`src/mor_pkg.sv`:
```
// Shared constants and types for the muting override block.
`default_nettype none
package mor_pkg;

  // Logic clock rate and the time figures derived from it.
  localparam int CLK_HZ        = 100_000_000;
  localparam int SEC_UNIT_S    = 1;
  localparam int SEC_CYCLES    = CLK_HZ * SEC_UNIT_S;
  localparam int TIMEOUT_MIN_S = 10;

  // Register byte offsets on the Wishbone bus.
  localparam logic [7:0] ADR_CTRL     = 8'h00;
  localparam logic [7:0] ADR_TIMEOUT  = 8'h04;
  localparam logic [7:0] ADR_STATUS   = 8'h08;
  localparam logic [7:0] ADR_IRQ_STAT = 8'h0C;
  localparam logic [7:0] ADR_IRQ_MASK = 8'h10;

  // Widths of the configuration fields.
  localparam int CTRL_W    = 6;
  localparam int TIMEOUT_W = 16;
  localparam int IRQ_W     = 3;

  // Reset values: occupied-sensor option on, limit of ten seconds.
  localparam logic [CTRL_W-1:0]    CTRL_RST          = 6'h02;
  localparam logic [TIMEOUT_W-1:0] TIMEOUT_RST       = 16'h000A;
  localparam logic [TIMEOUT_W-1:0] TIMEOUT_UNLIMITED = 16'h0000;
  localparam logic [TIMEOUT_W-1:0] TIMEOUT_MIN       = 16'h000A;
  localparam logic [IRQ_W-1:0]     IRQ_MASK_RST      = 3'h0;

  // Configuration bits held in the control register, bit 0 last.
  typedef struct packed {
    logic reset_monitored;
    logic with_reset;
    logic with_request;
    logic with_active_out;
    logic with_occupied;
    logic edge_mode;
  } mor_ctrl_t;

  // Event bits shared by the sticky status and the mask register.
  typedef struct packed {
    logic timeout_end;
    logic clear_end;
    logic start;
  } mor_irq_t;

  // Override sequencer states.
  typedef enum logic {
    MOR_IDLE,
    MOR_ACTIVE
  } mor_state_t;

endpackage
`default_nettype wire

```
`src/mor_reset_detect.sv`:
```
// Recognises a reset command on the reset input, manual or monitored.
`timescale 1ns/100ps
`default_nettype none
module mor_reset_detect (
  input  wire logic clk_i,
  input  wire logic rst_i,
  input  wire logic level_i,
  input  wire logic monitored_i,
  output logic      pulse_o
);

  typedef struct packed {
    logic prev;
    logic seen_rise;
    logic pulse;
  } mor_rdet_t;

  mor_rdet_t q;
  mor_rdet_t next_q;

  // Edge tracking and the one-cycle recognition pulse.
  always_comb begin
    next_q       = q;
    next_q.prev  = level_i;
    next_q.pulse = 1'b0;
    if (!monitored_i) begin
      next_q.pulse     = level_i & ~q.prev;
      next_q.seen_rise = 1'b0;
    end else begin
      if (level_i & ~q.prev) begin
        next_q.seen_rise = 1'b1;
      end else if (~level_i & q.prev & q.seen_rise) begin
        next_q.pulse     = 1'b1;
        next_q.seen_rise = 1'b0;
      end
    end
  end

  // State register.
  always_ff @(posedge clk_i or posedge rst_i) begin
    if (rst_i) begin
      q <= '0;
    end else begin
      q <= next_q;
    end
  end

  assign pulse_o = q.pulse;

endmodule
`default_nettype wire

```
`src/mor_override.sv`:
```
// Muting override function block with a Wishbone register slave.
//
// Overview of operation
// - Accept override only unmuted with occupancy.
// - Accepted override drives safety output high.
// - End override when grid and sensors clear.
// - Start by level or by rising edge.
// - Level start needs command low then high.
// - Level start ends itself on clear/timeout.
// - Edge start begins on command rising edge.
// - Edge restart needs command asserted again.
// - Time limit ten seconds to unlimited.
// - Optional active-high override-in-progress output.
// - Optional active-high request output when startable.
// - Reset input gates safety output enable.
// - Manual reset is a rising transition.
// - Monitored reset is rise then fall.
`timescale 1ns/100ps
`default_nettype none
module mor_override #(
  parameter int N_SENSORS     = 4,
  parameter int TICKS_PER_SEC = mor_pkg::SEC_CYCLES
) (
  input  wire logic                 SYS_CLK_I,
  input  wire logic                 RST_I,
  input  wire logic                 CYC_I,
  input  wire logic                 STB_I,
  input  wire logic                 WE_I,
  input  wire logic [7:0]           ADR_I,
  input  wire logic [31:0]          DAT_I,
  input  wire logic [3:0]           SEL_I,
  output logic      [31:0]          DAT_O,
  output logic                      ACK_O,
  input  wire logic                 MUTING_I,
  input  wire logic [N_SENSORS-1:0] SENSOR_OCC_I,
  input  wire logic                 GRID_OCC_I,
  input  wire logic                 OVERRIDE_CMD_I,
  input  wire logic                 RESET_IN_I,
  output logic                      SAFETY_O,
  output logic                      OVERRIDE_ACTIVE_OUTPUT_O,
  output logic                      REQUEST_O,
  output logic                      IRQ_O
);

  localparam logic [31:0] TICK_LAST = 32'(TICKS_PER_SEC - 1);

  // Every flip-flop of the block except those in the reset detector.
  typedef struct packed {
    mor_pkg::mor_state_t                  state;
    logic                                 cmd_prev;
    logic                                 cmd_armed;
    logic                                 reset_gate;
    logic [31:0]                          prescale;
    logic [mor_pkg::TIMEOUT_W-1:0]        seconds;
    mor_pkg::mor_ctrl_t                   ctrl;
    logic [mor_pkg::TIMEOUT_W-1:0]        timeout;
    mor_pkg::mor_irq_t                    irq_stat;
    mor_pkg::mor_irq_t                    irq_mask;
    logic                                 ack;
    logic [31:0]                          rdata;
    logic                                 safety;
    logic                                 active_out;
    logic                                 request;
    logic                                 irq;
  } mor_regs_t;

  mor_regs_t q;
  mor_regs_t next_q;

  logic reset_pulse;

  // Merges write data into an old word under the byte enables.
  function automatic logic [31:0] byte_merge(input logic [31:0] old_w,
                                             input logic [31:0] new_w,
                                             input logic [3:0]  sel);
    logic [31:0] res;
    res = old_w;
    for (int b = 0; b < 4; b++) begin
      if (sel[b]) begin
        res[b*8 +: 8] = new_w[b*8 +: 8];
      end
    end
    return res;
  endfunction

  // Address match for one register word.
  function automatic logic adr_hit(input logic [7:0] adr,
                                   input logic [7:0] off);
    return adr[7:2] == off[7:2];
  endfunction

  // True while the sequencer holds an override; several outputs decode it.
  function automatic logic in_override(input mor_pkg::mor_state_t st);
    return st == mor_pkg::MOR_ACTIVE;
  endfunction

  // Reset command recognition, manual or monitored.
  // The detector runs in every state; only an active override listens to it.
  mor_reset_detect u_reset_detect (
    .clk_i       (SYS_CLK_I),
    .rst_i       (RST_I),
    .level_i     (RESET_IN_I),
    .monitored_i (q.ctrl.reset_monitored),
    .pulse_o     (reset_pulse)
  );

  logic                          occ_any;
  logic                          occ_start;
  logic                          start_cond;
  logic                          cmd_rise;
  logic                          start_ok;
  logic                          timed_out;
  logic                          bus_go;
  logic                          wr_go;
  logic                          rd_go;
  logic [31:0]                   merged;
  logic [mor_pkg::TIMEOUT_W-1:0] new_limit;
  logic [31:0]                   status_w;
  mor_pkg::mor_irq_t             events;
  mor_pkg::mor_irq_t             rd_clear;

  // Occupancy, start conditions and limit check.
  // Ending looks at every sensor, but starting counts the sensors only
  // when the occupied option is set.
  always_comb begin
    occ_any   = GRID_OCC_I | (|SENSOR_OCC_I);
    occ_start = GRID_OCC_I | (q.ctrl.with_occupied & (|SENSOR_OCC_I));
    start_cond = ~MUTING_I & occ_start;
    cmd_rise   = OVERRIDE_CMD_I & ~q.cmd_prev;
    if (q.ctrl.edge_mode) begin
      // Restart needs new assertion.
      // The edge is taken against the level sampled one cycle ago, so a
      // command already high when an override ends cannot restart it.
      start_ok = start_cond & cmd_rise;
    end else begin
      start_ok = start_cond & OVERRIDE_CMD_I & q.cmd_armed;
    end
    timed_out = (q.timeout != mor_pkg::TIMEOUT_UNLIMITED) && (q.seconds >= q.timeout);
  end

  // Bus decode and the readable status word.
  // An access is taken only while the previous acknowledge is low, so a
  // master that holds its strobe a cycle too long is not served twice.
  always_comb begin
    bus_go   = CYC_I & STB_I & ~q.ack;
    wr_go    = bus_go & WE_I;
    rd_go    = bus_go & ~WE_I;
    status_w = {q.seconds, 11'h000, q.cmd_armed, q.reset_gate,
                start_cond, q.safety, in_override(q.state)};
  end

  // Next-state logic for the sequencer, the registers and the outputs.
  always_comb begin
    next_q          = q;
    events          = '0;
    rd_clear        = '0;
    merged          = 32'h00000000;
    new_limit       = q.timeout;
    next_q.cmd_prev = OVERRIDE_CMD_I;

    // Command low re-arms.
    // The arm flag starts cleared, so a command held high through reset
    // cannot start a level-mode override until it has been seen low once.
    if (!OVERRIDE_CMD_I) begin
      next_q.cmd_armed = 1'b1;
    end

    case (q.state)
      mor_pkg::MOR_IDLE: begin
        if (start_ok) begin
          next_q.state      = mor_pkg::MOR_ACTIVE;
          next_q.cmd_armed  = 1'b0;
          next_q.reset_gate = 1'b0;
          next_q.prescale   = 32'h00000000;
          next_q.seconds    = '0;
          events.start      = 1'b1;
        end
      end
      mor_pkg::MOR_ACTIVE: begin
        // Advance limit counter.
        // The seconds count saturates instead of wrapping, so a very long
        // unlimited override never looks freshly started.
        if (q.prescale == TICK_LAST) begin
          next_q.prescale = 32'h00000000;
          if (q.seconds != '1) begin
            next_q.seconds = q.seconds + 1'b1;
          end
        end else begin
          next_q.prescale = q.prescale + 32'h00000001;
        end
        if (reset_pulse) begin
          next_q.reset_gate = 1'b1;
        end
        // Ends itself without command.
        // Dropping the command is ignored here; only a clear opening or the
        // limit ends an override, whatever the start method.
        if (!occ_any) begin
          next_q.state     = mor_pkg::MOR_IDLE;
          events.clear_end = 1'b1;
        end else if (timed_out) begin
          next_q.state       = mor_pkg::MOR_IDLE;
          events.timeout_end = 1'b1;
        end
      end
      default: begin
        next_q.state = mor_pkg::MOR_IDLE;
      end
    endcase

    // Register writes take effect on the acknowledged cycle.
    next_q.ack = bus_go;
    if (wr_go) begin
      if (adr_hit(ADR_I, mor_pkg::ADR_CTRL)) begin
        merged      = byte_merge(32'(q.ctrl), DAT_I, SEL_I);
        next_q.ctrl = mor_pkg::mor_ctrl_t'(merged[mor_pkg::CTRL_W-1:0]);
      end
      if (adr_hit(ADR_I, mor_pkg::ADR_TIMEOUT)) begin
        merged    = byte_merge(32'(q.timeout), DAT_I, SEL_I);
        new_limit = merged[mor_pkg::TIMEOUT_W-1:0];
        // Zero keeps its meaning of no limit; any other value below the
        // minimum is raised to it rather than refused.
        // Finite limit at least ten.
        if (new_limit != mor_pkg::TIMEOUT_UNLIMITED && new_limit < mor_pkg::TIMEOUT_MIN) begin
          new_limit = mor_pkg::TIMEOUT_MIN;
        end
        next_q.timeout = new_limit;
      end
      if (adr_hit(ADR_I, mor_pkg::ADR_IRQ_MASK)) begin
        merged          = byte_merge(32'(q.irq_mask), DAT_I, SEL_I);
        next_q.irq_mask = mor_pkg::mor_irq_t'(merged[mor_pkg::IRQ_W-1:0]);
      end
    end

    // Read data; unmapped words read as zero.
    // Reading the event word clears exactly the bits it returns, so an event
    // that lands between the read and the clear is never lost.
    next_q.rdata = 32'h00000000;
    if (rd_go) begin
      if (adr_hit(ADR_I, mor_pkg::ADR_CTRL)) begin
        next_q.rdata = 32'(q.ctrl);
      end else if (adr_hit(ADR_I, mor_pkg::ADR_TIMEOUT)) begin
        next_q.rdata = 32'(q.timeout);
      end else if (adr_hit(ADR_I, mor_pkg::ADR_STATUS)) begin
        next_q.rdata = status_w;
      end else if (adr_hit(ADR_I, mor_pkg::ADR_IRQ_STAT)) begin
        next_q.rdata = 32'(q.irq_stat);
        rd_clear     = q.irq_stat;
      end else if (adr_hit(ADR_I, mor_pkg::ADR_IRQ_MASK)) begin
        next_q.rdata = 32'(q.irq_mask);
      end
    end

    // Sticky events; a new event wins over the read clear.
    // The interrupt is registered from the next status, so it moves with it.
    next_q.irq_stat = (q.irq_stat & ~rd_clear) | events;
    next_q.irq      = |(next_q.irq_stat & next_q.irq_mask);

    // The gate is cleared at every start, so a reset recognised during an
    // earlier override never carries over to the next one.
    // Gate safety on reset.
    next_q.safety = in_override(next_q.state) &
                    (~q.ctrl.with_reset | next_q.reset_gate);
    next_q.active_out = q.ctrl.with_active_out & in_override(next_q.state);
    next_q.request = q.ctrl.with_request & start_cond;
  end

  // State register.
  // Reset puts the configuration at its defaults and clears everything
  // else, including the arm flag and the sticky events.
  always_ff @(posedge SYS_CLK_I or posedge RST_I) begin
    if (RST_I) begin
      q          <= '0;
      q.state    <= mor_pkg::MOR_IDLE;
      q.ctrl     <= mor_pkg::mor_ctrl_t'(mor_pkg::CTRL_RST);
      q.timeout  <= mor_pkg::TIMEOUT_RST;
      q.irq_mask <= mor_pkg::mor_irq_t'(mor_pkg::IRQ_MASK_RST);
    end else begin
      q <= next_q;
    end
  end

  // Outputs straight from the state register.
  // No logic sits between a flip-flop and a pin, so outputs cannot glitch.
  assign DAT_O                    = q.rdata;
  assign ACK_O                    = q.ack;
  assign SAFETY_O                 = q.safety;
  assign OVERRIDE_ACTIVE_OUTPUT_O = q.active_out;
  assign REQUEST_O                = q.request;
  assign IRQ_O                    = q.irq;

endmodule
`default_nettype wire

```
`config.mk`:
```
export PLATFORM = sky130hd
export DESIGN_NAME = mor_override
export DESIGN_NICKNAME = d
export VERILOG_FILES = /design/src/mor_pkg.sv /design/src/mor_reset_detect.sv /design/src/mor_override.sv
export SDC_FILE = /design/constraint.sdc
export NUM_CORES = 1
export LEC_CHECK = 0
export ABC_AREA = 1
export BUFFER_PORTS_ARGS = -buffer_cell sky130_fd_sc_hd__buf_2
export CAP_MARGIN = 10
export CORE_MARGIN = 10
export CORE_UTILIZATION = 35
export CTS_BUF_LIST = sky130_fd_sc_hd__clkbuf_4 sky130_fd_sc_hd__clkbuf_8 sky130_fd_sc_hd__clkbuf_16
export CTS_CLUSTER_DIAMETER = 150
export DETAILED_ROUTE_END_ITERATION = 16
export SLEW_MARGIN = 20
export SYNTH_ARGS = -nofsm -noshare
export SYNTH_HDL_FRONTEND = slang
export SYNTH_SLANG_ARGS = --single-unit
```
`constraint.sdc`:
```
create_clock -name SYS_CLK_I -period 7.7 [get_ports SYS_CLK_I]
set_input_delay 1.925 -clock SYS_CLK_I [delete_from_list [all_inputs] [get_ports SYS_CLK_I]]
set_output_delay 1.925 -clock SYS_CLK_I [all_outputs]
set_load 0.03 [all_outputs]
```
==> impl_metrics.json, run 1 <==
{
  "grt_max_degree": 67,
  "syn_area_sq_um": 6780,
  "power_mw": 2.05,
  "r2r_start": "q[116]$_DFF_PP0_",
  "synth-edff-count": 0,
  "cpPeakStageDelay_ns": 0.62,
  "cts_sinks": 120,
  "ant_nets": 0,
  "drc_errors": 0,
  "start_util_pct": 35.9,
  "avgSynthCellArea_sq_um": 7.63,
  "io_pins": 94,
  "wl_mm": 17.8,
  "p_leak_nw": 3.75,
  "tns_ns": 0,
  "maxSlewViolCount": 0,
  "max-vdd-ir-drop_uv": 162,
  "synth.most_common_cell": "nand2_1",
  "powerDensity_nw_per_um2": 263,
  "root_buffer": "clkbuf_16",
  "area_growth_pct": 14.8,
  "fill_cells": 1980,
  "numPortBuffers": 73,
  "rsz0062_at_grt": "no",
  "cap_violations": 0,
  "register_area_sq_um": 3010,
  "cts_resized": 0,
  "place.gp.congestion": 0.882,
  "cts_tree": "built",
  "synth_cell_types": 43,
  "fin_area_sq_um": 7780,
  "diodes": 0,
  "synth-seq-cells": 120,
  "path_clk_slew_ns": 0.06,
  "path_class": "input port to flip-flop",
  "synth.top_cells.by_count": "216 x nand2_1, 117 x dfrtp_1, 106 x nor2_1",
  "cpMostUsedCell": "nand2_1",
  "first_pass_iters": 5,
  "yosysTopAreaCell": "dfrtp_1",
  "nets": 1007,
  "clock_latency_ns": 0.42,
  "grt_pass1_vias": 5850,
  "synth_top_area_share_pct": 43.2,
  "cp-startpoint": "GRID_OCC_I",
  "fin_skew_ns": 0.00965,
  "cts_buffer_depth": 2,
  "period_share_pct": 47.1,
  "r2r_cells": 6,
  "h-tree-depth": 4,
  "grt_pass1_wl_mm": 29.8,
  "fmax_mhz": 276,
  "ys_async_sr_fraction_pct": 100,
  "relSlewSlack_pct": 43.9,
  "drive_above_1_share_pct": 14.3,
  "placed_cell_area_sq_um": 7160,
  "grt-ovfl-total": 0,
  "setup_viol": 0,
  "min_path_type": "flip-flop to flip-flop",
  "rows": 50,
  "vias": 5739,
  "r2r_slack_ns": 4.81,
  "outcome": "finished, final reports clean",
  "hold_viol": 0,
  "cts_setup_buffers": 0,
  "die_w_um": 159,
  "hpwl_mm": 12.9,
  "core_sq_um": 18900,
  "path_max_fanout": 41,
  "wl_per_cell_um": 14.7,
  "start_kind": "input port",
  "multi_input_area_sq_um": 3050,
  "synthFlopType": "dfrtp_1",
  "synth_cells": 888,
  "cp_data_arrival_time_ns": 3.90,
  "required_ns": 7.97,
  "synthesis.nets": 963,
  "end_kind": "flip-flop",
  "yosysWarnings": 0,
  "antenna_found_initial": 0,
  "path_cells": "buf_2 -> inv_1 -> nand3_1 -> nand2_1 -> inv_1 -> nand2_1 -> nand2_2 -> clkinv_1 -> nand2_1 -> o21ai_0",
  "crit_path_end": "q[95]$_DFFE_PP0P_",
  "first_iter_violations": 423,
  "yosys-top-cells-area": "dfrtp_1 43%, nand2_1 12%, nor2_1 5.9%",
  "yosysSeqAreaShare_pct": 44.4,
  "worst_pin_slew_ns": 0.842,
  "numCtsBuffers": 17,
  "cp_slowest_cell": "nand2_2",
  "period_minus_slack_ns": 3.63,
  "grt_use_total_pct": 14.3,
  "hold_buffers": 0,
  "dieArea_sq_um": 25300,
  "die_h_um": 159,
  "worstReg2RegEnd": "q[95]$_DFFE_PP0P_",
  "vias_per_cell": 4.76
}
## critical path, delay by kind of cell
| family | cells | cell delay, ns |
|---|---|---|
| AOI/OAI and AO/OA | 1 | 0.08 |
| buffers and inverters | 4 | 0.79 |
| and+or+nand+nor | 5 | 1.07 |
## metal layers
metal | GRT usage (%) | wire length [um]
met2 | 22.4 | 7980
met4 | 5.64 | 340
met3 | 3.15 | 792
met5 | 0 | 0
met1 | 18.7 | 8660
## worst min-delay path by stage
stage                                          start               end  slack, ns  cells after the start
floorplan           u_reset_detect.pulse_o$_DFF_PP0_  q[113]$_DFF_PP0_       0.45                      2
global placement                     ACK_O$_DFF_PP0_   ACK_O$_DFF_PP0_       0.44                      1
detailed placement                   ACK_O$_DFF_PP0_   ACK_O$_DFF_PP0_       0.45                      1
CTS                                  ACK_O$_DFF_PP0_   ACK_O$_DFF_PP0_       0.46                      1
global route                         ACK_O$_DFF_PP0_   ACK_O$_DFF_PP0_       0.49                      1
finish                               ACK_O$_DFF_PP0_   ACK_O$_DFF_PP0_       0.47                      1
## layout make-up
cell class,instances,area share (%)
sequential,120,38.7
clock buffer,22,6.11
clock inverter,10,1.85
timing repair buffer,75,4.89
inverter,106,5.15
multi-input combinational,612,39.2
tap,260,4.18
## power breakdown
part,switching (mW),internal [mW]
clock,0.292,0.537
combinational,0.271,0.120
sequential,0.105,0.724
total,0.667,1.38
## sequential cells by signal, indices dropped and copies added, names as in the netlist
name and cells:
u_reset_detect.q 2, q 80, REQUEST_O 1, OVERRIDE_ACTIVE_OUTPUT_O 1, u_reset_detect.pulse_o 1, SAFETY_O 1
ACK_O 1, IRQ_O 1, DAT_O 32
## logic make-up after synthesis
logic type      share of synthesized area, %
simple gates                            29.9
buf+inv                                 10.7
flops                                   44.4
compound gates                          8.60
xor+xnor                                3.10
fa+ha+maj                               3.32
## cell usage in the layout, fill, tap and decap left out, drive strengths merged, types with 2 or more instances in the layout
master	count
xor2	23
o22ai	10
dfstp	3
nand3b	2
nor3	24
o21ai	70
clkinvlp	3
nand2	219
nand3	63
dfrtp	117
bufinv	3
nor3b	3
a211oi	2
nor4	2
inv	106
buf	75
nor2	113
nand4	29
ha	18
clkbuf	22
clkinv	4
or2	5
a22oi	2
a21oi	21
## through the flow
step	util [%]	cells	hold WS (ns)	setup WS, ns
CTS	41.2	1205	0.461	4.07
finish	41.2	1205	0.470	4.07
global route	41.2	1205	0.485	3.76
floorplan	-	888	0.446	2.59
global placement	37.9	1173	0.438	3.67
detailed placement	37.9	1173	0.453	3.63
No activity file was read; power rests on OpenSTA's default activity.
==> inputs of run 2 (changes only) <==
- clock period: 7.7 -> 3 ns (I/O delays scaled with it)
==> impl_metrics.json, run 2 (synthesis gave the netlist of run 1 again) <==
{
  "path_max_fanout": 16,
  "cts_resized": 0,
  "diodes": 0,
  "die_h_um": 159,
  "powerDensity_nw_per_um2": 679,
  "cap_violations": 0,
  "cts_buffer_depth": 2,
  "clock_latency_ns": 0.42,
  "path_class": "flip-flop to flip-flop",
  "cts_tree": "built",
  "numCtsBuffers": 17,
  "crit_buf_inv": 1,
  "die_w_um": 159,
  "wl_mm": 17.8,
  "final_cell_mix": "216 x nand2_1, 117 x dfrtp_1, 106 x nor2_1, 100 x inv_1, 73 x buf_2",
  "rows": 50,
  "cts_sinks": 120,
  "top_register": "q",
  "h-tree-depth": 4,
  "fmax_mhz": 435,
  "first_iter_violations": 386,
  "grt_pass1_wl_mm": 29.6,
  "root_buffer": "clkbuf_16",
  "io_pins": 94,
  "grt_use_total_pct": 14.2,
  "place.gp.congestion": 0.899,
  "relSlewSlack_pct": 55.7,
  "min_path_type": "input port to asynchronous set/reset pin",
  "path_cells": "ha_1 -> nand3_2 -> inv_2 -> nand2_2 -> nor3_2 -> nand2_2 -> nand2_4 -> nand3_4 -> nand2_1 -> nand2_1",
  "cpPeakStageDelay_ns": 0.38,
  "path_clk_slew_ns": 0.06,
  "maxSlewViolCount": 0,
  "max-vdd-ir-drop_uv": 403,
  "start_kind": "flip-flop",
  "cp-startpoint": "q[81]$_DFFE_PP0P_",
  "p_leak_nw": 3.79,
  "critPathTopFamily": "simple AND/OR/NAND/NOR gates",
  "setup_viol": 0,
  "period_minus_slack_ns": 2.30,
  "grt_max_degree": 53,
  "required_ns": 3.31,
  "hold_buffers": 0,
  "start_util_pct": 35.9,
  "dieArea_sq_um": 25300,
  "worst_hold_slack_ns": 0.424,
  "first_pass_iters": 5,
  "nets": 1013,
  "outcome": "finished, final reports clean",
  "worst_pin_slew_ns": 0.663,
  "end_kind": "flip-flop",
  "cp_data_arrival_time_ns": 2.60,
  "final_common_cell": "nand2_1",
  "tns_ns": 0,
  "core_sq_um": 18900,
  "grt-ovfl-total": 0,
  "hpwl_mm": 13.0,
  "area_growth_pct": 15.9,
  "cp_slowest_cell": "dfrtp_1",
  "r2r_start": "q[81]$_DFFE_PP0P_",
  "antenna_found_initial": 0,
  "wl_per_cell_um": 14.7,
  "largest_reg_flops": 80,
  "ant_nets": 0,
  "fin_skew_ns": 0.00947,
  "cts_setup_buffers": 0,
  "hold_viol": 0,
  "numPortBuffers": 73,
  "drc_errors": 0,
  "vias": 5842,
  "grt_pass1_vias": 5698,
  "period_share_pct": 76.5,
  "rsz0062_at_grt": "no",
  "drive_above_1_share_pct": 14.7,
  "vias_per_cell": 4.82
}
==> run 2: changes by cell type in the layout (fill, tap and decap cells not counted), sizes merged <==
cell	change
buf	+6
clkbuf	-3
clkinv	+2
bufinv	+1
clkinvlp	+1
inv	-1
==> run 2: per-stage QoR <==
step | util (%) | setup WS (ns) | area, sq um | power [mW] | instances
6_report | 41.6 | 0.704 | 7850 | 5.33 | 1211
5_1_grt | 41.6 | 0.456 | 7850 | 5.63 | 1211
4_1_cts | 41.6 | 0.685 | 7850 | 5.36 | 1211
3_5_place_dp | 38.3 | 0.696 | 7230 | 3.19 | 1179
3_3_place_gp | 38.3 | 0.718 | 7230 | 3.16 | 1179
2_1_floorplan | - | 0.783 | 6780 | 2.86 | 888
==> run 2: path summary, 6_finish.rpt <==
| kind | endpoint | slack (ns) | cells past startpoint |
|---|---|---|---|
| max in group asynchronous | q[46]$_DFFE_PP1P_ | 1.89 | 3 |
| min reg2reg | ACK_O$_DFF_PP0_ | 0.45 | 1 |
| max | q[74]$_DFFE_PP0P_ | 0.70 | 10 |
| max reg2reg | q[74]$_DFFE_PP0P_ | 0.70 | 10 |
| min in group SYS_CLK_I | u_reset_detect.q[2]$_DFF_PP0_ | 0.45 | 1 |
| min | q[96]$_DFFE_PP0P_ | 0.42 | 2 |
==> run 2: where the power goes <==
group          internal [mW]  leakage [nW]  total [mW]  switching [mW]
clock network           1.41         0.302        2.15           0.742
logic                  0.333          1.90        1.05           0.714
registers               1.86          1.59        2.13           0.269
==> run 2: final cells by class <==
cell class	instances	area, sq um
fillers	2003	11000
flip-flops and latches	120	3010
inverters	106	402
multi-input cells	612	3040
well taps	260	325
clock inverters	13	176
repair buffers	81	450
clock buffers	19	447
==> run 2: worst reg2reg max path: cells and delay by family, from the launching register on <==
kind	cells	cell delay, ns
simple gates	8	1.41
flops	1	0.38
fa+ha+maj	1	0.28
buf+inv	1	0.12
==> run 2: layer usage <==
metal | track usage, % | up-vias | routed length (um)
met5 | 0 | - | 0
met4 | 4.34 | 0 | 235
met3 | 3.46 | 19 | 733
met2 | 22.1 | 123 | 8040
met1 | 19.2 | 2757 | 8780
li1 | - | 2943 | -
==> inputs of run 3 (changes only) <==
- clock period: 3 -> 2 ns (I/O delays scaled with it)
==> impl_metrics.json, run 3 (synthesis gave the netlist of run 1 again) <==
{
  "largest_reg_flops": 80,
  "cap_violations": 0,
  "final_common_cell": "nand2_1",
  "grt_pass1_vias": 5857,
  "wl_per_cell_um": 14.6,
  "period_share_pct": 90.9,
  "relSlewSlack_pct": 72.8,
  "place.gp.congestion": 0.903,
  "grt_max_degree": 66,
  "hold_buffers": 0,
  "dieArea_sq_um": 25300,
  "first_iter_violations": 407,
  "nets": 1035,
  "period_minus_slack_ns": 1.82,
  "r2r_slack_ns": 0.18,
  "path_cells": "inv_1 -> ha_1 -> a21oi_1 -> nand2_1 -> nand2_1 -> nand2_1 -> nand2_1 -> nand2_2 -> nand2_1 -> nand2_2 -> a21boi_2",
  "die_w_um": 159,
  "outcome": "finished, final reports clean",
  "antenna_found_initial": 0,
  "ant_nets": 0,
  "root_buffer": "clkbuf_16",
  "die_h_um": 159,
  "grt_use_total_pct": 14.6,
  "min_path_type": "input port to asynchronous set/reset pin",
  "cts_buffer_depth": 2,
  "worst_hold_slack_ns": 0.185,
  "fmax_mhz": 550,
  "vias_per_cell": 4.75,
  "cp_slowest_cell": "dfstp_2",
  "end_kind": "flip-flop",
  "worst_pin_slew_ns": 0.407,
  "setup_viol": 0,
  "start_kind": "flip-flop",
  "start_util_pct": 35.9,
  "vias": 5861,
  "drc_errors": 0,
  "numCtsBuffers": 17,
  "rsz0062_at_grt": "no",
  "path_class": "flip-flop to flip-flop",
  "fin_area_sq_um": 8070,
  "fill_cells": 1954,
  "numPortBuffers": 73,
  "drive_above_1_share_pct": 17.1,
  "top_register": "q",
  "grt-ovfl-total": 0,
  "placed_cell_area_sq_um": 7410,
  "io_pins": 94,
  "required_ns": 2.34,
  "cts_sinks": 120,
  "hold_viol": 0,
  "cts_tree": "built",
  "p_leak_nw": 3.91,
  "path_clk_slew_ns": 0.06,
  "fin_skew_ns": 0.00670,
  "path_max_fanout": 4,
  "h-tree-depth": 4,
  "final_cell_mix": "214 x nand2_1, 117 x dfrtp_1, 106 x nor2_1, 100 x inv_1, 73 x buf_2",
  "cpPeakStageDelay_ns": 0.56,
  "diodes": 0,
  "rows": 50,
  "grt_pass1_wl_mm": 30.7,
  "cp_data_arrival_time_ns": 2.16,
  "wl_mm": 18.1,
  "max-vdd-ir-drop_uv": 644,
  "hpwl_mm": 13.3,
  "dp_cells": 1200,
  "area_growth_pct": 19.1,
  "powerDensity_nw_per_um2": 1000,
  "first_pass_iters": 5,
  "tns_ns": 0,
  "maxSlewViolCount": 0,
  "cpMostUsedCell": "nand2_1",
  "core_sq_um": 18900,
  "clock_latency_ns": 0.42,
  "layoutNonFillerInstCount": 1233
}
[run 3: through the flow]
stage	power [mW]	worst slack, ns	util, %
floorplan	4.29	0.0331	-
detailed placement	4.90	0.0827	39.2
finish	8.08	0.182	42.7
CTS	8.07	0.0673	42.5
global route	8.57	0.00560	42.7
global placement	4.86	0.100	39.2
[run 3: metal layers]
metal / up-vias / track usage (%) / wire length, um
met2: 128 / 22.4 / 8240
met1: 2720 / 20.0 / 8780
li1: 2999 / - / -
met3: 14 / 3.49 / 848
met4: 0 / 4.34 / 195
met5: - / 0 / 0
[run 3: final timing paths]
kind,startpoint,to,cells past startpoint
max,q[46]$_DFFE_PP1P_,OVERRIDE_ACTIVE_OUTPUT_O$_DFF_PP0_,11
max reg2reg,q[46]$_DFFE_PP1P_,OVERRIDE_ACTIVE_OUTPUT_O$_DFF_PP0_,11
min reg2reg,ACK_O$_DFF_PP0_,ACK_O$_DFF_PP0_,1
min,RST_I,DAT_O[19]$_DFF_PP0_,3
min in group SYS_CLK_I,RESET_IN_I,u_reset_detect.q[2]$_DFF_PP0_,1
max in group asynchronous,RST_I,q[79]$_DFFE_PP0P_,3
[run 3: repair_timing]
| action | CTS | global route |
|---|---|---|
| buffers inserted | 0 | 0 |
| gates resized for setup | 0 | 9 |
| endpoints found under the setup margin | 0 | 21 |
[run 3: area by class of cell]
cell class | count | area (sq um) | share of cell area (%)
Timing Repair Buffer | 102 | 633 | 7.84
Clock buffer | 21 | 462 | 5.72
Multi-Input combinational cell | 613 | 3100 | 38.3
Tap cell | 260 | 325 | 4.03
Clock inverter | 11 | 149 | 1.84
Sequential cell | 120 | 3010 | 37.2
Inverter | 106 | 402 | 4.98
[run 3: power breakdown]
part	leakage [nW]	switching, mW	internal [mW]	total, mW
Sequential	1.59	0.385	2.79	3.17
Clock	0.294	1.12	2.03	3.15
Combinational	2.02	1.14	0.614	1.75
[run 3: worst max-delay path: cells and delay by family, from the launching register on]
kind,cells,cell delay (ns)
compound gates,2,0.30
fa+ha+maj,1,0.32
buf+inv,1,0.06
flops,1,0.56
simple gates,7,0.50
